**config.mk**
```make
export PLATFORM = sky130hd
export DESIGN_NAME = serial_control_port_slave
export DESIGN_NICKNAME = d
export VERILOG_FILES = /design/src/rtl/scp_pkg.sv /design/src/rtl/scp_pin_if.sv /design/src/rtl/scp_pin_sync.sv /design/src/rtl/serial_control_port_slave.sv
export SDC_FILE = /design/constraint.sdc
export NUM_CORES = 1
export LEC_CHECK = 0
export ABC_AREA = 1
export BUFFER_PORTS_ARGS = -buffer_cell sky130_fd_sc_hd__buf_2
export CORE_MARGIN = 3
export CORE_UTILIZATION = 35
export DETAILED_ROUTE_END_ITERATION = 6
export SYNTH_ARGS = -nofsm -noshare
export SYNTH_HDL_FRONTEND = slang
export SYNTH_SLANG_ARGS = --single-unit
export TNS_END_PERCENT = 30
```
**constraint.sdc**
```tcl
create_clock -name mclk -period 2.4 [get_ports mclk]
set_input_delay 0.24 -clock mclk [delete_from_list [all_inputs] [get_ports mclk]]
set_output_delay 0.24 -clock mclk [all_outputs]
set_load 0.005 [all_outputs]
```
**src/rtl/scp_pkg.sv**
```systemverilog
/*
   Constants shared by the four-wire serial control port slave.
   Assumes a 100 MHz system clock that oversamples the host's serial pins.
*/
package scp_pkg;

   // ----------------------------------------------------------------
   // Frame layout
   // ----------------------------------------------------------------
   localparam int FRAME_BITS = 16;        // Bits in one frame.
   localparam int ADDR_BITS = 7;          // Register address width.
   localparam int DATA_BITS = 8;          // Register data width.
   localparam int CNT_BITS = 5;           // Width of the bit counter.
   localparam logic [4:0] DIR_BIT_POS = 5'h08;   // Count after address and direction.
   localparam logic [4:0] LAST_BIT_POS = 5'h10;  // Count when the frame is complete.
   localparam logic [7:0] DATA_RESET = 8'h00;    // Reset value of the shift data.

   // ----------------------------------------------------------------
   // Synchroniser
   // ----------------------------------------------------------------
   localparam int SYNC_STAGES = 3;        // Flip-flops on each pin input.
   // Idle level per pin, bit order {mode, data in, select, clock}.
   // Select idles high, and mode idles high so the port reports four-wire after reset.
   localparam logic [3:0] PIN_IDLE = 4'hA;

endpackage

```
**src/rtl/scp_pin_if.sv**
```systemverilog
/*
   Bundle of synchronised serial pin levels and edge strobes.
   Assumes the producer runs on the same clock as every consumer.
*/
`timescale 1ns/100ps
`default_nettype none

interface scp_pin_if;
   logic sckRise;   // One-cycle pulse on a rising serial clock edge.
   logic sckFall;   // One-cycle pulse on a falling serial clock edge.
   logic selLow;    // Agreed level: slave select is low.
   logic dataIn;    // Agreed level of the serial input pin.
   logic modeSel;   // Agreed level of the interface select pin.

   modport producer (output sckRise, output sckFall, output selLow, output dataIn,
      output modeSel);
   modport consumer (input sckRise, input sckFall, input selLow, input dataIn,
      input modeSel);
endinterface

`default_nettype wire

```
**src/rtl/scp_pin_sync.sv**
```systemverilog
/*
   Three-stage synchronisers and edge detection for the serial pins.
   Assumes the pins are asynchronous to mclk; a change counts once the
   second and third stages agree.
*/
`timescale 1ns/100ps
`default_nettype none

module scp_pin_sync
   import scp_pkg::*;
(
   input wire logic mclk,
   input wire logic rst_n,
   input wire logic sckPin,
   input wire logic selPin_n,
   input wire logic dinPin,
   input wire logic modePin,
   scp_pin_if.producer pins
);

   // ----------------------------------------------------------------
   // Synchroniser chains
   // ----------------------------------------------------------------
   logic [SYNC_STAGES-1:0] chain_r [4];   // One chain per pin.
   logic [3:0] agreed_r;                  // Last agreed level per pin.
   logic [3:0] rawIn;                     // Pins gathered into a vector.

   assign rawIn = {modePin, dinPin, selPin_n, sckPin};

   // Each pin shifts through its chain; agreed level moves when stages 2 and 3 match.
   generate
      for (genvar i = 0; i < 4; i++)
      begin : g_pin
         always_ff @(posedge mclk)
         begin
            if (!rst_n)
            begin
               // Every stage starts at the pin's idle level, so no false edge follows reset.
               chain_r[i] <= {SYNC_STAGES{PIN_IDLE[i]}};
               agreed_r[i] <= PIN_IDLE[i];
            end
            else
            begin
               chain_r[i] <= {chain_r[i][SYNC_STAGES-2:0], rawIn[i]};
               if (chain_r[i][1] == chain_r[i][2])
               begin
                  agreed_r[i] <= chain_r[i][2];
               end
            end
         end
      end
   endgenerate

   // Edge strobes compare the new agreed serial clock against the old one.
   logic sckNew;
   assign sckNew = (chain_r[0][1] == chain_r[0][2]) ? chain_r[0][2] : agreed_r[0];

   always_ff @(posedge mclk)
   begin
      if (!rst_n)
      begin
         pins.sckRise <= 1'b0;
         pins.sckFall <= 1'b0;
      end
      else
      begin
         pins.sckRise <= sckNew & ~agreed_r[0];
         pins.sckFall <= ~sckNew & agreed_r[0];
      end
   end

   assign pins.selLow = ~agreed_r[1];
   assign pins.dataIn = agreed_r[2];
   assign pins.modeSel = agreed_r[3];

endmodule

`default_nettype wire

```
**src/rtl/serial_control_port_slave.sv**
```systemverilog
/*
   Four-wire serial slave port carrying 16-bit register frames.
   Assumes a host whose serial clock is well below mclk/6, and a register
   file outside that takes write strobes and answers read addresses at once.
*/
`timescale 1ns/100ps
`default_nettype none

module serial_control_port_slave
   import scp_pkg::*;
(
   input wire logic mclk,
   input wire logic rst_n,
   input wire logic sckPin,
   input wire logic selPin_n,
   input wire logic dinPin,
   input wire logic ifModePin,
   output logic doutPin,
   output logic doutOe_n,
   output logic twoWireMode,
   output logic [scp_pkg::ADDR_BITS-1:0] regAddr,
   output logic [scp_pkg::DATA_BITS-1:0] regWrData,
   output logic regWrStb,
   output logic regRdStb,
   input wire logic [scp_pkg::DATA_BITS-1:0] regRdData
);
   import scp_pkg::*;

   // ----------------------------------------------------------------
   // Pin synchronisation
   // ----------------------------------------------------------------
   scp_pin_if pins ();   // Synchronised pin bundle.

   scp_pin_sync u_sync (
      .mclk(mclk),
      .rst_n(rst_n),
      .sckPin(sckPin),
      .selPin_n(selPin_n),
      .dinPin(dinPin),
      .modePin(ifModePin),
      .pins(pins)
   );

   // ----------------------------------------------------------------
   // Frame state
   // ----------------------------------------------------------------
   typedef enum logic [1:0]
   {
      ST_IDLE = 2'b00,    // Waiting for select.
      ST_ADDR = 2'b01,    // Receiving address and direction.
      ST_WDATA = 2'b10,   // Receiving write data.
      ST_RDATA = 2'b11    // Sending read data.
   } phase_e;

   phase_e phase_r;              // Current frame phase.
   logic [CNT_BITS-1:0] bitCnt_r; // Bits taken so far in this frame.
   logic [7:0] shiftIn_r;        // Incoming shift register.
   logic [7:0] shiftOut_r;       // Outgoing read byte.
   logic portOn;                 // Serial port is selected and enabled.

   // Port is live only in four-wire mode with select held low.
   assign portOn = pins.modeSel & pins.selLow;

   // Bit counter; cleared whenever select rises or the port is off.
   always_ff @(posedge mclk)
   begin
      if (!rst_n || !portOn)
      begin
         bitCnt_r <= '0;
      end
      else if (pins.sckRise && bitCnt_r != LAST_BIT_POS)
      begin
         bitCnt_r <= bitCnt_r + 5'h01;
      end
   end

   // Input shift register samples on the serial clock rising edge.
   always_ff @(posedge mclk)
   begin
      if (!rst_n)
      begin
         shiftIn_r <= DATA_RESET;
      end
      else if (portOn && pins.sckRise && bitCnt_r != LAST_BIT_POS)
      begin
         shiftIn_r <= {shiftIn_r[6:0], pins.dataIn};
      end
   end

   // Phase machine: address, then write or read data, idle on select high.
   always_ff @(posedge mclk)
   begin
      if (!rst_n || !portOn)
      begin
         phase_r <= ST_IDLE;
      end
      else
      begin
         unique case (phase_r)
            ST_IDLE:
            begin
               phase_r <= ST_ADDR;
            end
            ST_ADDR:
            begin
               // Eighth rising edge carries the direction bit.
               if (pins.sckRise && bitCnt_r == DIR_BIT_POS - 5'h01)
               begin
                  phase_r <= pins.dataIn ? ST_WDATA : ST_RDATA;
               end
            end
            ST_WDATA, ST_RDATA:
            begin
               phase_r <= phase_r;   // Held until select rises.
            end
         endcase
      end
   end

   // Address capture once the seventh address bit is in.
   always_ff @(posedge mclk)
   begin
      if (!rst_n)
      begin
         regAddr <= '0;
      end
      else if (phase_r == ST_ADDR && pins.sckRise && bitCnt_r == DIR_BIT_POS - 5'h01)
      begin
         regAddr <= shiftIn_r[6:0];
      end
   end

   // Read strobe one cycle after the direction bit selects a read.
   always_ff @(posedge mclk)
   begin
      if (!rst_n)
      begin
         regRdStb <= 1'b0;
      end
      else
      begin
         regRdStb <= portOn && phase_r == ST_ADDR && pins.sckRise
            && bitCnt_r == DIR_BIT_POS - 5'h01 && !pins.dataIn;
      end
   end

   // Write strobe after the sixteenth bit of a write frame.
   always_ff @(posedge mclk)
   begin
      if (!rst_n)
      begin
         regWrStb <= 1'b0;
         regWrData <= DATA_RESET;
      end
      else
      begin
         regWrStb <= 1'b0;
         if (portOn && phase_r == ST_WDATA && pins.sckRise
            && bitCnt_r == LAST_BIT_POS - 5'h01)
         begin
            regWrStb <= 1'b1;
            regWrData <= {shiftIn_r[6:0], pins.dataIn};
         end
      end
   end

   // ----------------------------------------------------------------
   // Read data output
   // ----------------------------------------------------------------
   // Byte is loaded after the read strobe; bits move on falling edges.
   always_ff @(posedge mclk)
   begin
      if (!rst_n)
      begin
         shiftOut_r <= DATA_RESET;
         doutPin <= 1'b0;
      end
      else if (regRdStb)
      begin
         shiftOut_r <= regRdData;
      end
      else if (portOn && phase_r == ST_RDATA && pins.sckFall
         && bitCnt_r != LAST_BIT_POS)
      begin
         doutPin <= shiftOut_r[7];
         shiftOut_r <= {shiftOut_r[6:0], 1'b0};
      end
   end

   // Output driven only from the first data fall until select rises.
   always_ff @(posedge mclk)
   begin
      if (!rst_n || !portOn || phase_r != ST_RDATA)
      begin
         doutOe_n <= 1'b1;
      end
      else if (pins.sckFall && bitCnt_r != LAST_BIT_POS)
      begin
         doutOe_n <= 1'b0;
      end
   end

   // Protocol choice reported to the two-wire logic outside.
   always_ff @(posedge mclk)
   begin
      if (!rst_n)
      begin
         twoWireMode <= 1'b0;
      end
      else
      begin
         twoWireMode <= ~pins.modeSel;
      end
   end

endmodule

`default_nettype wire

```
==> results of run 1 <==
through the flow:
step                      cells  power [W]
after floorplan             281   0.001052
after global placement      384   0.001067
after detailed placement    384   0.001067
after CTS                   400   0.002120
after global routing        400   0.002168
final                       400   0.002088
power by group through the flow:
stage	sequential (W)	clock, W	combinational [W]
after floorplan	0.00103	0	0.0000225
after global placement	0.00103	0	0.0000369
after detailed placement	0.00103	0	0.0000371
after CTS	0.00101	0.00107	0.0000372
after global routing	0.00101	0.00112	0.0000421
final	0.00101	0.00104	0.0000365
sequential cells by signal, indices dropped and copies added, names as in the netlist, 2 cells and up:
signal	count
regWrData	8
phase_r	2
u_sync.agreed_r	2
bitCnt_r	5
shiftOut_r	8
u_sync.chain_r	12
regAddr	7
shiftIn_r	7
layer usage:
layer,share of wire (%),vias up,routed length (µm)
met5,0,-,0
met4,0.98,0,44
met3,5.4,5,242
met2,44,46,1989
met1,49,829,2215
li1,-,988,-
kinds of logic after synthesis:
kind of cell,Yosys count
buffers and inverters,33
and+or+nand+nor,140
AOI/OAI and AO/OA,44
DFF,60
muxes,1
adders and majority gates,3
Yosys cell counts (2+ instances only):
cell type                  number
sky130_fd_sc_hd__dfxtp_1       60
sky130_fd_sc_hd__nand2_1       52
sky130_fd_sc_hd__nor2_1        33
sky130_fd_sc_hd__nand3_1       20
sky130_fd_sc_hd__inv_1         19
sky130_fd_sc_hd__a21oi_1       16
sky130_fd_sc_hd__o21ai_0       16
sky130_fd_sc_hd__a21oi_2        7
sky130_fd_sc_hd__nand2_4        7
sky130_fd_sc_hd__nor3_1         7
sky130_fd_sc_hd__or2_2          5
sky130_fd_sc_hd__inv_2          4
sky130_fd_sc_hd__buf_2          3
sky130_fd_sc_hd__ha_1           3
sky130_fd_sc_hd__nor2_8         3
sky130_fd_sc_hd__a211oi_1       2
sky130_fd_sc_hd__clkbuf_1       2
sky130_fd_sc_hd__nand3_4        2
sky130_fd_sc_hd__nor2_4         2
sky130_fd_sc_hd__nor3_2         2
sky130_fd_sc_hd__nor4_1         2
sky130_fd_sc_hd__o21ai_1        2
worst max-delay path, cell delays in order (launching register included):
cell and delay, ns:
sky130_fd_sc_hd__dfxtp_1 0.36, sky130_fd_sc_hd__ha_1 0.24, sky130_fd_sc_hd__nand2_1 0.07, sky130_fd_sc_hd__nor2_1 0.09, sky130_fd_sc_hd__ha_1 0.19, sky130_fd_sc_hd__nand2_4 0.08
sky130_fd_sc_hd__nor2_8 0.18, sky130_fd_sc_hd__nand2_4 0.10, sky130_fd_sc_hd__nand2_1 0.07, sky130_fd_sc_hd__a21oi_1 0.06
layout make-up:
cell class	instances	area, µm²	share of cell area (%)
sequential	60	1201	42.09
multi-input combinational	188	1051	36.83
timing repair buffer	34	172.7	6.050
clock buffer	12	165.2	5.787
inverter	25	97.59	3.420
tap	77	96.34	3.376
clock inverter	4	70.07	2.455
how the worst min path moves through the flow:
| stage | from | end | slack, ns |
|---|---|---|---|
| after global routing | selPin_n | u_sync.chain_r[0][3]$_SDFF_PN1_ | 0.08 |
| after global placement | u_sync.chain_r[0][0]$_SDFF_PN0_ | u_sync.chain_r[0][1]$_SDFF_PN0_ | 0.39 |
| after detailed placement | u_sync.chain_r[1][0]$_SDFF_PN0_ | u_sync.chain_r[1][1]$_SDFF_PN0_ | 0.40 |
| after floorplan | sckPin | u_sync.chain_r[0][0]$_SDFF_PN0_ | 0.34 |
| final | selPin_n | u_sync.chain_r[0][3]$_SDFF_PN1_ | 0.09 |
| after CTS | selPin_n | u_sync.chain_r[0][3]$_SDFF_PN1_ | 0.07 |
==> report_table.html, run 1 <==
<table>
<tr><th>Metric</th><th>Value</th></tr>
<tr><th colspan="2">Route</th></tr>
<tr><td>Via total after detailed routing</td><td>about 1900</td></tr>
<tr><td>Total detailed-routing wirelength</td><td>4492 µm</td></tr>
<tr><td>Pre-Repair DR Iteration Count</td><td>4</td></tr>
<tr><td>Remaining design rule violation count</td><td>0</td></tr>
<tr><td>Iteration-0 DRC Markers</td><td>between 40 and 50</td></tr>
<tr><td>Routed Antenna Nets</td><td>0</td></tr>
<tr><td>Routed vias/inst</td><td>4.670</td></tr>
<tr><td>Average wire length per cell after detail routing</td><td>11.23 µm</td></tr>
<tr><th colspan="2">Setup path</th></tr>
<tr><td>Crit path arrival time</td><td>1.77 ns</td></tr>
<tr><td>Critical Path End</td><td>regWrData[7]$_SDFFE_PN0P_</td></tr>
<tr><td>Flop2flop setup slack</td><td>0.82 ns</td></tr>
<tr><td>Startpoint kind of the worst setup timing path</td><td>flip-flop</td></tr>
<tr><td>Count of cells along the worst register-to-register path</td><td>9</td></tr>
<tr><td>End of the worst register-to-register path</td><td>regWrData[7]$_SDFFE_PN0P_</td></tr>
<tr><td>Required time of the critical path</td><td>2.59 ns</td></tr>
<tr><td>Worst setup path startpoint</td><td>bitCnt_r[1]$_SDFFE_PP0P_</td></tr>
<tr><td>Worst setup path class</td><td>reg2reg</td></tr>
<tr><td>Endpoint type of the worst setup path</td><td>flip-flop</td></tr>
<tr><td>Crit-path max FO</td><td>9</td></tr>
<tr><td>Launching point of the worst reg2reg path</td><td>bitCnt_r[1]$_SDFFE_PP0P_</td></tr>
<tr><th colspan="2">Logic synthesis</th></tr>
<tr><td>Synthesized-area fraction occupied by ao, oa, aoi and oai cells</td><td>between 10% and 20%</td></tr>
<tr><td>Distinct cells, synth</td><td>34</td></tr>
<tr><td>Prevailing post-synth register cell</td><td>sky130_fd_sc_hd__dfxtp_1</td></tr>
<tr><td>Simple-gate portion of the synthesized area</td><td>between 30% and 40%</td></tr>
<tr><td>Ys Warns</td><td>0</td></tr>
<tr><td>Cell type with the highest aggregate area in the netlist</td><td>sky130_fd_sc_hd__dfxtp_1</td></tr>
<tr><td>Multiplexer share of the synthesized area</td><td>0.4178%</td></tr>
<tr><td>Mapped Nets</td><td>298</td></tr>
<tr><td>Number of synthesized flops with an enable pin</td><td>0</td></tr>
<tr><td>Mean area per synthesized cell</td><td>~8.5 µm²</td></tr>
<tr><td>Adder-Cell Fraction of Synth Area</td><td>1.567%</td></tr>
<tr><td>Cells after synthesis</td><td>281</td></tr>
<tr><td>Xor and xnor fraction of the mapped netlist area</td><td>0%</td></tr>
<tr><td>Portion of the post-synthesis area used by sequential elements</td><td>between 50% and 60%</td></tr>
<tr><td>Area of the mapped netlist</td><td>2396 µm²</td></tr>
<tr><td>Dominant combinational cell family by area after synthesis</td><td>simple AND/OR/NAND/NOR gates</td></tr>
<tr><td>Async SR Flop Fraction</td><td>0%</td></tr>
<tr><td>Top post-synthesis cells by area</td><td>sky130_fd_sc_hd__dfxtp_1 (50%), sky130_fd_sc_hd__nand2_1 (8.1%), sky130_fd_sc_hd__nor2_1 (5.2%)</td></tr>
<tr><td>Seq cells post-synth</td><td>60</td></tr>
<tr><td>Post-synth top area share</td><td>50.13%</td></tr>
<tr><th colspan="2">CTS</th></tr>
<tr><td>Number of hold buffers added after cts</td><td>0</td></tr>
<tr><td>Cts repair resizes</td><td>0</td></tr>
<tr><td>H-tree depth</td><td>3</td></tr>
<tr><td>CTS sink count</td><td>60</td></tr>
<tr><td>Post-CTS Repair Setup Buffers</td><td>0</td></tr>
<tr><td>Clock-pin slew on the worst setup and hold paths</td><td>0.06 ns</td></tr>
<tr><td>Number of buffers created by CTS</td><td>9</td></tr>
<tr><td>Worst skew pair latency</td><td>0.33 ns</td></tr>
<tr><td>Clock Root Buffer</td><td>sky130_fd_sc_hd__clkbuf_8</td></tr>
<tr><td>Deepest clock path buffer count</td><td>2</td></tr>
<tr><td>TritonCTS clock tree</td><td>done</td></tr>
<tr><th colspan="2">Power</th></tr>
<tr><td>Clock network fraction of total power</td><td>50.0%</td></tr>
<tr><td>Switching share of total power</td><td>19.31%</td></tr>
<tr><td>Internal</td><td>0.001685 W</td></tr>
<tr><td>Static leakage</td><td>1.317 nW</td></tr>
<tr><td>Seq pwr share</td><td>48.3%</td></tr>
<tr><td>Portion of total power attributed to combinational logic</td><td>1.7%</td></tr>
<tr><td>Switch Pwr</td><td>0.0004030 W</td></tr>
<tr><td>Peak supply drop</td><td>roughly 0.00037 V</td></tr>
<tr><td>Power density relative to cell area</td><td>~730 nW/µm²</td></tr>
<tr><th colspan="2">Finish</th></tr>
<tr><td>Fraction of final layout cells with drive strength greater than 1</td><td>26.93%</td></tr>
<tr><td>Final standard cell area without fillers</td><td>~2900 µm²</td></tr>
<tr><td>Utilization after layout</td><td>43.94%</td></tr>
<tr><td>Highest-count cells in the layout ignoring fill and taps</td><td>sky130_fd_sc_hd__dfxtp_1 (60), sky130_fd_sc_hd__nand2_1 (52), sky130_fd_sc_hd__nor2_1 (33), sky130_fd_sc_hd__buf_2 (33), sky130_fd_sc_hd__nand3_1 (20)</td></tr>
<tr><td>Most common cell after layout, fill and taps aside</td><td>sky130_fd_sc_hd__dfxtp_1</td></tr>
<tr><td>Final nets</td><td>335</td></tr>
<tr><td>Total of fill cells in the finished design</td><td>652</td></tr>
<tr><td>N_diodes</td><td>0</td></tr>
<tr><td>Layout overhead on the synthesized area</td><td>19.11%</td></tr>
<tr><th colspan="2">STA</th></tr>
<tr><td>Setup repair after global routing missed its margin</td><td>false</td></tr>
<tr><td>Slew headroom</td><td>64.53%</td></tr>
<tr><td>Worst Tran Pin Value</td><td>0.5313 ns</td></tr>
<tr><td>Final setup vio count</td><td>0</td></tr>
<tr><td>Sum Neg Setup Slack</td><td>0 ns</td></tr>
<tr><td>Timing-limited maximum frequency</td><td>0.6349 GHz</td></tr>
<tr><td>Post-route minimum period</td><td>about 1.6 ns</td></tr>
<tr><td>Worst Slack Setup Final</td><td>0.8249 ns</td></tr>
<tr><td>Max-slew violation total from the final report</td><td>0</td></tr>
<tr><td>Period utilisation layout</td><td>65.63%</td></tr>
<tr><td>Final Hold Fails</td><td>0</td></tr>
<tr><td>Final worst clock skew</td><td>0.009964 ns</td></tr>
<tr><td>Smallest hold slack</td><td>between 0.09 and 0.1 ns</td></tr>
<tr><th colspan="2">Floorplan</th></tr>
<tr><td>Boundary pin count</td><td>34</td></tr>
<tr><td>Starting utilization of the core area</td><td>36.89%</td></tr>
<tr><td>Area of the core</td><td>6495 µm²</td></tr>
<tr><td>Die width</td><td>around 89 µm</td></tr>
<tr><td>Number of rows created at floorplan</td><td>29</td></tr>
<tr><td>Overall die area</td><td>about 7900 µm²</td></tr>
<tr><td>Vert. Die Dim</td><td>88.74 µm</td></tr>
<tr><th colspan="2">Place</th></tr>
<tr><td>RD Place Congestion</td><td>0.7701</td></tr>
<tr><td>Placed cell areas</td><td>2619 µm²</td></tr>
<tr><td>DPL Wire Length</td><td>between 3000 and 4000 µm</td></tr>
<tr><td>Buffers on Ports</td><td>33</td></tr>
<tr><td>Post-placement worst setup slack</td><td>0.8149 ns</td></tr>
<tr><th colspan="2">Global route</th></tr>
<tr><td>Global-route met3 utilization</td><td>approximately 5.3%</td></tr>
<tr><td>First-pass GRT wire length</td><td>7596 µm</td></tr>
<tr><td>Vias in the first global route</td><td>1697</td></tr>
<tr><td>Routing usage on met1</td><td>14.92%</td></tr>
<tr><td>Met2 track demand over resource</td><td>20.65%</td></tr>
<tr><td>Largest net degree at the start of global routing</td><td>29</td></tr>
<tr><td>Overflow left after global routing</td><td>0</td></tr>
<tr><td>Number of antenna violations at the first check in global routing</td><td>0</td></tr>
<tr><td>Combined global-route utilization of all metal layers</td><td>between 10% and 20%</td></tr>
<tr><td>Most used routing layer</td><td>met2</td></tr>
<tr><th colspan="2">Run</th></tr>
<tr><td>Number of max-cap violations</td><td>0</td></tr>
<tr><th colspan="2">Min path</th></tr>
<tr><td>Worst Hold Path Cells</td><td>2</td></tr>
<tr><td>Hold WC Path Type</td><td>in2reg</td></tr>
<tr><th colspan="2">Status</th></tr>
<tr><td>Status</td><td>finished clean</td></tr>
</table>
Power figures use the tool's default switching activity.
==> run 2: changes to the inputs <==
Clock period 2.4 ns to 1.4 ns, I/O delays scaled along.
==> report_table.html, run 2 (synthesis gave the netlist of run 1 again) <==
<table>
<tr><th>Metric</th><th>Value</th></tr>
<tr><th colspan="2">Status</th></tr>
<tr><td>Status</td><td>complete, but fails checks</td></tr>
<tr><td>Violations in the final reports</td><td>setup timing</td></tr>
<tr><th colspan="2">Setup path</th></tr>
<tr><td>Stage delay of the slowest cell on the critical path</td><td>0.36 ns (about the same)</td></tr>
<tr><td>Startpoint kind of the worst setup timing path</td><td>flip-flop</td></tr>
<tr><td>Crit. path cell count</td><td>9 (unchanged)</td></tr>
<tr><td>Crit path arrival time</td><td>1.64 ns (-0.13 ns)</td></tr>
<tr><td>Cell with the most instances on the worst path</td><td>sky130_fd_sc_hd__nand2_2</td></tr>
<tr><td>Crit path max-delay cell type</td><td>sky130_fd_sc_hd__dfxtp_4</td></tr>
<tr><td>Count of cells along the worst register-to-register path</td><td>9 (unchanged)</td></tr>
<tr><td>List of cells traversed by the critical path</td><td>ha_4, nand2_2, nor2_1, ha_2, nand2_4, nor2_8, nand2_2, nand2_1, a21oi_1</td></tr>
<tr><td>Largest delay share family, worst path</td><td>simple AND/OR/NAND/NOR gates</td></tr>
<tr><td>Crit-path max FO</td><td>6 (-3)</td></tr>
<tr><td>Required time of the critical path</td><td>1.60 ns (-0.99 ns)</td></tr>
<tr><td>Buffer and inverter count on the worst path</td><td>0 (unchanged)</td></tr>
<tr><td>Worst setup path class</td><td>reg2reg</td></tr>
<tr><td>Endpoint type of the worst setup path</td><td>flip-flop</td></tr>
<tr><th colspan="2">Floorplan</th></tr>
<tr><td>Number of rows created at floorplan</td><td>29 (unchanged)</td></tr>
<tr><td>Boundary pin count</td><td>34 (unchanged)</td></tr>
<tr><td>Overall die area</td><td>7875 µm² (unchanged)</td></tr>
<tr><td>Starting utilization of the core area</td><td>36.89% (unchanged)</td></tr>
<tr><td>Die width</td><td>88.74 µm (unchanged)</td></tr>
<tr><td>Vert. Die Dim</td><td>88.74 µm (unchanged)</td></tr>
<tr><td>Area of the core</td><td>6495 µm² (unchanged)</td></tr>
<tr><th colspan="2">Finish</th></tr>
<tr><td>Highest-count cells in the layout ignoring fill and taps</td><td>sky130_fd_sc_hd__dfxtp_1 (57), sky130_fd_sc_hd__nand2_1 (51), sky130_fd_sc_hd__buf_2 (33), sky130_fd_sc_hd__nor2_1 (32), sky130_fd_sc_hd__nand3_1 (20)</td></tr>
<tr><td>Total of fill cells in the finished design</td><td>653 (+0.15%)</td></tr>
<tr><td>Layout overhead on the synthesized area</td><td>23.86%</td></tr>
<tr><td>Max FFs per register</td><td>12 (unchanged)</td></tr>
<tr><td>Register containing the most flip-flops in the final layout</td><td>u_sync.chain_r</td></tr>
<tr><td>Largest registers</td><td>u_sync.chain_r: 12 flops, regWrData: 8 flops, shiftOut_r: 8 flops</td></tr>
<tr><td>Most common cell after layout, fill and taps aside</td><td>sky130_fd_sc_hd__dfxtp_1</td></tr>
<tr><td>Final nets</td><td>347 (+3.6%)</td></tr>
<tr><td>Fraction of final layout cells with drive strength greater than 1</td><td>29.85% (+2.9 points)</td></tr>
<tr><td>N_diodes</td><td>0 (unchanged)</td></tr>
<tr><td>Utilization after layout</td><td>45.69% (+1.8 points)</td></tr>
<tr><th colspan="2">STA</th></tr>
<tr><td>Final worst clock skew</td><td>0.005142 ns (-0.004821 ns)</td></tr>
<tr><td>Setup repair after global routing missed its margin</td><td>true</td></tr>
<tr><td>Worst Tran Pin Value</td><td>0.5205 ns (-0.01075 ns)</td></tr>
<tr><td>Period utilisation layout</td><td>103.1% (+37 points)</td></tr>
<tr><td>Max-slew violation total from the final report</td><td>0 (unchanged)</td></tr>
<tr><td>Slew headroom</td><td>65.25% (+0.72 points)</td></tr>
<tr><td>Final setup vio count</td><td>13 (+13)</td></tr>
<tr><td>Worst Slack Setup Final</td><td>-0.04343 ns (-0.8683 ns)</td></tr>
<tr><td>Post-route minimum period</td><td>1.443 ns (-0.1317 ns)</td></tr>
<tr><td>Final Hold Fails</td><td>0 (unchanged)</td></tr>
<tr><td>Timing-limited maximum frequency</td><td>0.6928 GHz (+9.1%)</td></tr>
<tr><th colspan="2">Global route</th></tr>
<tr><td>Number of antenna violations at the first check in global routing</td><td>0 (unchanged)</td></tr>
<tr><td>Largest net degree at the start of global routing</td><td>29 (unchanged)</td></tr>
<tr><td>Vias in the first global route</td><td>1800 (+6.1%)</td></tr>
<tr><td>Overflow left after global routing</td><td>0 (unchanged)</td></tr>
<tr><td>First-pass GRT wire length</td><td>8197 µm (+7.9%)</td></tr>
<tr><td>Combined global-route utilization of all metal layers</td><td>13.60% (+0.98 points)</td></tr>
<tr><th colspan="2">Route</th></tr>
<tr><td>Via total after detailed routing</td><td>1926 (+3.1%)</td></tr>
<tr><td>Pre-Repair DR Iteration Count</td><td>4 (unchanged)</td></tr>
<tr><td>Remaining design rule violation count</td><td>0 (unchanged)</td></tr>
<tr><td>Total detailed-routing wirelength</td><td>4693 µm (+4.5%)</td></tr>
<tr><td>Iteration-0 DRC Markers</td><td>88 (+83%)</td></tr>
<tr><td>Average wire length per cell after detail routing</td><td>11.39 µm (+1.4%)</td></tr>
<tr><td>Routed vias/inst</td><td>4.675 (+0.10%)</td></tr>
<tr><td>Routed Antenna Nets</td><td>0 (unchanged)</td></tr>
<tr><th colspan="2">CTS</th></tr>
<tr><td>Number of buffers created by CTS</td><td>9 (unchanged)</td></tr>
<tr><td>CTS sink count</td><td>60 (unchanged)</td></tr>
<tr><td>H-tree depth</td><td>3 (unchanged)</td></tr>
<tr><td>Clock Root Buffer</td><td>sky130_fd_sc_hd__clkbuf_8</td></tr>
<tr><td>Deepest clock path buffer count</td><td>2 (unchanged)</td></tr>
<tr><td>Worst skew pair latency</td><td>0.33 ns (about the same)</td></tr>
<tr><td>Clock-pin slew on the worst setup and hold paths</td><td>0.06 ns (about the same)</td></tr>
<tr><td>TritonCTS clock tree</td><td>done</td></tr>
<tr><th colspan="2">Place</th></tr>
<tr><td>DPL Wire Length</td><td>3079 µm (-1.7%)</td></tr>
<tr><td>RD Place Congestion</td><td>0.7390 (-4.0%)</td></tr>
<tr><td>Buffers on Ports</td><td>33 (unchanged)</td></tr>
<tr><th colspan="2">Power</th></tr>
<tr><td>Peak supply drop</td><td>0.0006880 V (+85%)</td></tr>
<tr><td>Power density relative to cell area</td><td>1125 nW/µm² (+54%)</td></tr>
<tr><td>Post-route total power</td><td>0.003339 W (+60%)</td></tr>
<tr><td>Static leakage</td><td>1.340 nW (+1.8%)</td></tr>
<tr><th colspan="2">Run</th></tr>
<tr><td>Number of max-cap violations</td><td>0 (unchanged)</td></tr>
<tr><th colspan="2">Min path</th></tr>
<tr><td>Hold WC Path Type</td><td>in2reg</td></tr>
<tr><td>Worst Hold Path Cells</td><td>3 (+1)</td></tr>
</table>
==> run 2: layout make-up <==
class                           instances  area, µm²  area share (%)
Sequential cell                        60       1210           40.77
Multi-Input combinational cell        190       1106           37.27
Timing Repair Buffer                   44      261.5           8.811
Tap cell                               77      96.34           3.246
Clock buffer                           15      166.4           5.607
Clock inverter                          1      30.03           1.012
Inverter                               25      97.59           3.288
==> run 2: through the flow <==
step	TNS, ns	instance area (µm²)	worst slack, ns	instances	hold slack (ns)
finish	-0.2988	2968	-0.04343	412	0.05189
global route	-3.155	2968	-0.1690	412	0.03983
CTS	-0.5400	2909	-0.06853	408	0.03920
detailed placement	-0.5346	2659	-0.07435	387	0.3268
global placement	-0.2473	2659	-0.03204	387	0.3262
floorplan	0	2414	0.03167	281	0.2376
==> run 2: path summary, 6_finish.rpt <==
check	start	to	slack [ns]
worst max-delay path	bitCnt_r[1]$_SDFFE_PP0P_	regWrData[3]$_SDFFE_PN0P_	-0.04
worst min-delay path	regRdData[0]	shiftOut_r[0]$_SDFFE_PN0P_	0.05
worst max register to register	bitCnt_r[1]$_SDFFE_PP0P_	regWrData[3]$_SDFFE_PN0P_	-0.04
worst min register to register	u_sync.chain_r[1][0]$_SDFF_PN0_	u_sync.chain_r[1][1]$_SDFF_PN0_	0.41
==> run 2: report_power, final <==
part	switching (W)	internal (W)
registers	0.00000634	0.00172
logic	0.0000401	0.0000325
clock network	0.000619	0.000923
total	0.000665	0.00267
==> run 2: worst register-to-register path, stage by stage (launching register included) <==
cell and delay (ns):
sky130_fd_sc_hd__dfxtp_4 0.36, sky130_fd_sc_hd__ha_4 0.13, sky130_fd_sc_hd__nand2_2 0.05, sky130_fd_sc_hd__nor2_1 0.09
sky130_fd_sc_hd__ha_2 0.19, sky130_fd_sc_hd__nand2_4 0.08, sky130_fd_sc_hd__nor2_8 0.18, sky130_fd_sc_hd__nand2_2 0.09
sky130_fd_sc_hd__nand2_1 0.08, sky130_fd_sc_hd__a21oi_1 0.05
==> run 2: layer usage <==
metal | vias to the layer above | global-route usage, % | wire length [µm]
met3 | 7 | 6.425 | 280
met1 | 858 | 16.60 | 2270
met5 | - | 0 | 0
met4 | 0 | 3.709 | 60
met2 | 45 | 21.52 | 2081
li1 | 1016 | - | -
==> run 2: repair_timing <==
action	4_1_cts	5_1_grt
cloned	1	1
pin swaps	0	6
hold buffers	4	0
endpoints found under the setup margin	10	26
gates resized for setup	1	12
endpoints found under the hold margin	4	0
buffers inserted	0	3
==> run 3: changes to the inputs <==
Settings changed: CORE_UTILIZATION 35 to 45, PLACE_DENSITY set to 0.68.
==> report_table.html, run 3 (synthesis gave the netlist of run 1 again) <==
<table>
<tr><th>Metric</th><th>Value</th></tr>
<tr><th colspan="2">Status</th></tr>
<tr><td>Status</td><td>complete, but fails checks</td></tr>
<tr><td>Violations in the final reports</td><td>setup timing</td></tr>
<tr><th colspan="2">Min path</th></tr>
<tr><td>Worst Hold Path Cells</td><td>3 (unchanged)</td></tr>
<tr><td>Hold WC Path Type</td><td>in2reg</td></tr>
<tr><td>Min-delay src</td><td>regRdData[0]</td></tr>
<tr><td>Endpoint of the worst hold path</td><td>shiftOut_r[0]$_SDFFE_PN0P_</td></tr>
<tr><th colspan="2">CTS</th></tr>
<tr><td>CTS sink count</td><td>60 (unchanged)</td></tr>
<tr><td>Number of buffers created by CTS</td><td>9 (unchanged)</td></tr>
<tr><td>Clock Root Buffer</td><td>sky130_fd_sc_hd__clkbuf_8</td></tr>
<tr><td>Deepest clock path buffer count</td><td>2 (unchanged)</td></tr>
<tr><td>Clock-pin slew on the worst setup and hold paths</td><td>0.07 ns (about the same)</td></tr>
<tr><td>TritonCTS clock tree</td><td>done</td></tr>
<tr><td>Worst skew pair latency</td><td>0.34 ns (about the same)</td></tr>
<tr><td>H-tree depth</td><td>3 (unchanged)</td></tr>
<tr><th colspan="2">Setup path</th></tr>
<tr><td>Crit-path max FO</td><td>6 (unchanged)</td></tr>
<tr><td>Required time of the critical path</td><td>1.60 ns (about the same)</td></tr>
<tr><td>Launching point of the worst reg2reg path</td><td>bitCnt_r[0]$_SDFFE_PP0P_</td></tr>
<tr><td>Endpoint type of the worst setup path</td><td>flip-flop</td></tr>
<tr><td>End of the worst register-to-register path</td><td>regWrData[5]$_SDFFE_PN0P_</td></tr>
<tr><td>Flop2flop setup slack</td><td>-0.04 ns (about the same)</td></tr>
<tr><td>Cell with the most instances on the worst path</td><td>sky130_fd_sc_hd__nand2_4</td></tr>
<tr><td>Worst setup path class</td><td>reg2reg</td></tr>
<tr><td>Stage delay of the slowest cell on the critical path</td><td>0.37 ns (about the same)</td></tr>
<tr><td>List of cells traversed by the critical path</td><td>ha_4, nand2_2, nor2_2, ha_2, nand2_4, nor2_8, nand2_4, nand2_1, a21oi_1</td></tr>
<tr><td>Crit path arrival time</td><td>1.64 ns (about the same)</td></tr>
<tr><td>Startpoint kind of the worst setup timing path</td><td>flip-flop</td></tr>
<tr><td>Count of cells along the worst register-to-register path</td><td>9 (unchanged)</td></tr>
<tr><td>Crit path max-delay cell type</td><td>sky130_fd_sc_hd__dfxtp_4</td></tr>
<tr><th colspan="2">Finish</th></tr>
<tr><td>Largest registers</td><td>u_sync.chain_r: 12 flops, regWrData: 8 flops, shiftOut_r: 8 flops</td></tr>
<tr><td>Layout overhead on the synthesized area</td><td>31.70%</td></tr>
<tr><td>Most common cell after layout, fill and taps aside</td><td>sky130_fd_sc_hd__dfxtp_1</td></tr>
<tr><td>N_diodes</td><td>0 (unchanged)</td></tr>
<tr><td>Max FFs per register</td><td>12 (unchanged)</td></tr>
<tr><td>Highest-count cells in the layout ignoring fill and taps</td><td>sky130_fd_sc_hd__dfxtp_1 (58), sky130_fd_sc_hd__nand2_1 (40), sky130_fd_sc_hd__buf_2 (33), sky130_fd_sc_hd__nor2_1 (25), sky130_fd_sc_hd__nand3_1 (20)</td></tr>
<tr><td>Register containing the most flip-flops in the final layout</td><td>u_sync.chain_r</td></tr>
<tr><td>Final nets</td><td>352 (+1.4%)</td></tr>
<tr><td>Fraction of final layout cells with drive strength greater than 1</td><td>39.12% (+9.3 points)</td></tr>
<tr><td>Final standard cell count with taps included and fillers excluded</td><td>407 (-1.2%)</td></tr>
<tr><th colspan="2">Route</th></tr>
<tr><td>Average wire length per cell after detail routing</td><td>11.61 µm (+2.0%)</td></tr>
<tr><td>Routed Antenna Nets</td><td>0 (unchanged)</td></tr>
<tr><td>Via total after detailed routing</td><td>1981 (+2.9%)</td></tr>
<tr><td>Pre-Repair DR Iteration Count</td><td>4 (unchanged)</td></tr>
<tr><td>Routed vias/inst</td><td>4.867 (+4.1%)</td></tr>
<tr><td>Iteration-0 DRC Markers</td><td>63 (-28%)</td></tr>
<tr><td>Remaining design rule violation count</td><td>0 (unchanged)</td></tr>
<tr><td>Total detailed-routing wirelength</td><td>4727 µm (+0.72%)</td></tr>
<tr><th colspan="2">STA</th></tr>
<tr><td>Worst Slack Setup Final</td><td>-0.04123 ns (+0.002199 ns)</td></tr>
<tr><td>Final worst clock skew</td><td>0.005529 ns (+0.0003871 ns)</td></tr>
<tr><td>Max-slew violation total from the final report</td><td>0 (unchanged)</td></tr>
<tr><td>Period utilisation layout</td><td>102.9% (-0.16 points)</td></tr>
<tr><td>Final Hold Fails</td><td>0 (unchanged)</td></tr>
<tr><td>Timing-limited maximum frequency</td><td>0.6939 GHz (+0.15%)</td></tr>
<tr><td>Setup repair after global routing missed its margin</td><td>true</td></tr>
<tr><td>Slew headroom</td><td>65.92% (+0.68 points)</td></tr>
<tr><td>Final setup vio count</td><td>7 (-6)</td></tr>
<tr><td>Worst Tran Pin Value</td><td>0.5104 ns (-0.01013 ns)</td></tr>
<tr><td>Sum Neg Setup Slack</td><td>-0.1386 ns (+0.1602 ns)</td></tr>
<tr><td>Post-route minimum period</td><td>1.441 ns (-0.002199 ns)</td></tr>
<tr><td>Smallest hold slack</td><td>0.05781 ns (+0.005921 ns)</td></tr>
<tr><th colspan="2">Global route</th></tr>
<tr><td>First-pass GRT wire length</td><td>8079 µm (-1.4%)</td></tr>
<tr><td>Vias in the first global route</td><td>1871 (+3.9%)</td></tr>
<tr><td>Largest net degree at the start of global routing</td><td>29 (unchanged)</td></tr>
<tr><td>Overflow left after global routing</td><td>0 (unchanged)</td></tr>
<tr><td>Number of antenna violations at the first check in global routing</td><td>0 (unchanged)</td></tr>
<tr><td>Combined global-route utilization of all metal layers</td><td>16.60% (+3.0 points)</td></tr>
<tr><th colspan="2">Power</th></tr>
<tr><td>Post-route total power</td><td>0.003835 W (+15%)</td></tr>
<tr><td>Power density relative to cell area</td><td>1215 nW/µm² (+8.0%)</td></tr>
<tr><td>Static leakage</td><td>1.426 nW (+6.4%)</td></tr>
<tr><td>Peak supply drop</td><td>0.0008922 V (+30%)</td></tr>
<tr><th colspan="2">Floorplan</th></tr>
<tr><td>Boundary pin count</td><td>34 (unchanged)</td></tr>
<tr><td>Overall die area</td><td>6236 µm² (-21%)</td></tr>
<tr><td>Starting utilization of the core area</td><td>48.48% (+12 points)</td></tr>
<tr><td>Number of rows created at floorplan</td><td>25 (-14%)</td></tr>
<tr><td>Die width</td><td>78.97 µm (-11%)</td></tr>
<tr><td>Vert. Die Dim</td><td>78.97 µm (-11%)</td></tr>
<tr><td>Area of the core</td><td>4942 µm² (-24%)</td></tr>
<tr><th colspan="2">Place</th></tr>
<tr><td>RD Place Congestion</td><td>0.7911 (+7.1%)</td></tr>
<tr><td>Total instance count after detailed placement</td><td>380 (-1.8%)</td></tr>
<tr><td>DPL Wire Length</td><td>3055 µm (-0.79%)</td></tr>
<tr><td>Buffers on Ports</td><td>33 (unchanged)</td></tr>
<tr><th colspan="2">Run</th></tr>
<tr><td>Number of max-cap violations</td><td>0 (unchanged)</td></tr>
</table>
==> run 3: changes by cell type in the layout (fill, tap and decap cells not counted), moves of 3 or more <==
cell,delta
sky130_fd_sc_hd__nand2_1,-11
sky130_fd_sc_hd__nor2_2,+7
sky130_fd_sc_hd__nand2_2,+10
sky130_fd_sc_hd__bufinv_16,+3
sky130_fd_sc_hd__buf_4,+4
sky130_fd_sc_hd__clkbuf_1,-4
sky130_fd_sc_hd__nor2_1,-7
==> run 3: critical path: cells and delay by family, from the launching register on <==
family	cells	cell delay (ns)
fa+ha+maj	2	0.33
compound gates	1	0.06
flops	1	0.37
simple gates	6	0.54
==> run 3: worst max path at each step <==
stage                              from  depth (start not counted)                   endpoint
2_1_floorplan  bitCnt_r[1]$_SDFFE_PP0P_                          9  regWrData[0]$_SDFFE_PN0P_
3_3_place_gp   bitCnt_r[1]$_SDFFE_PP0P_                          9  regWrData[7]$_SDFFE_PN0P_
3_5_place_dp   bitCnt_r[1]$_SDFFE_PP0P_                          9  regWrData[3]$_SDFFE_PN0P_
4_1_cts        bitCnt_r[0]$_SDFFE_PP0P_                          9  regWrData[5]$_SDFFE_PN0P_
5_1_grt        bitCnt_r[0]$_SDFFE_PP0P_                          9  regWrData[5]$_SDFFE_PN0P_
6_report       bitCnt_r[0]$_SDFFE_PP0P_                          9  regWrData[5]$_SDFFE_PN0P_
==> run 3: through the flow <==
| step | instance area, µm² | utilization, % | worst slack [ns] |
|---|---|---|---|
| after floorplan | 2414 | - | 0.03167 |
| after global placement | 2669 | 54.00 | -0.02329 |
| after detailed placement | 2669 | 54.00 | -0.07905 |
| after CTS | 3008 | 60.86 | -0.07249 |
| after global routing | 3156 | 63.85 | -0.1544 |
| final | 3156 | 63.85 | -0.04123 |
==> run 3: report_power, final <==
part	internal [W]	switching [W]	total (W)	leakage, nW
sequential	0.00172	0.00000618	0.00172	0.487
clock	0.00136	0.000682	0.00204	0.133
combinational	0.0000331	0.0000390	0.0000721	0.805
==> run 3: layout make-up <==
cell class | instances | area, µm²
Tap cell | 67 | 83.83
Inverter | 25 | 102.6
Sequential cell | 60 | 1209
Fill cell | 428 | 1787
Timing Repair Buffer | 49 | 311.5
Clock buffer | 9 | 123.9
Clock inverter | 7 | 138.9
Multi-Input combinational cell | 190 | 1186
==> run 3: metal layers <==
metal | up-vias | share of wire, % | track usage [%]
li1 | 1022 | - | -
met1 | 900 | 45 | 18.77
met2 | 48 | 48 | 27.86
met3 | 11 | 5.2 | 6.236
met4 | 0 | 1.8 | 7.216
met5 | - | 0 | 0
==> run 3: what timing repair did <==
action | CTS | global route
hold buffers | 4 | 0
gates cloned | 2 | 0
pin swaps | 8 | 10
hold endpoints to repair | 4 | 0
buffers inserted | 0 | 5
resized for setup | 6 | 34
endpoints found under the setup margin | 8 | 29
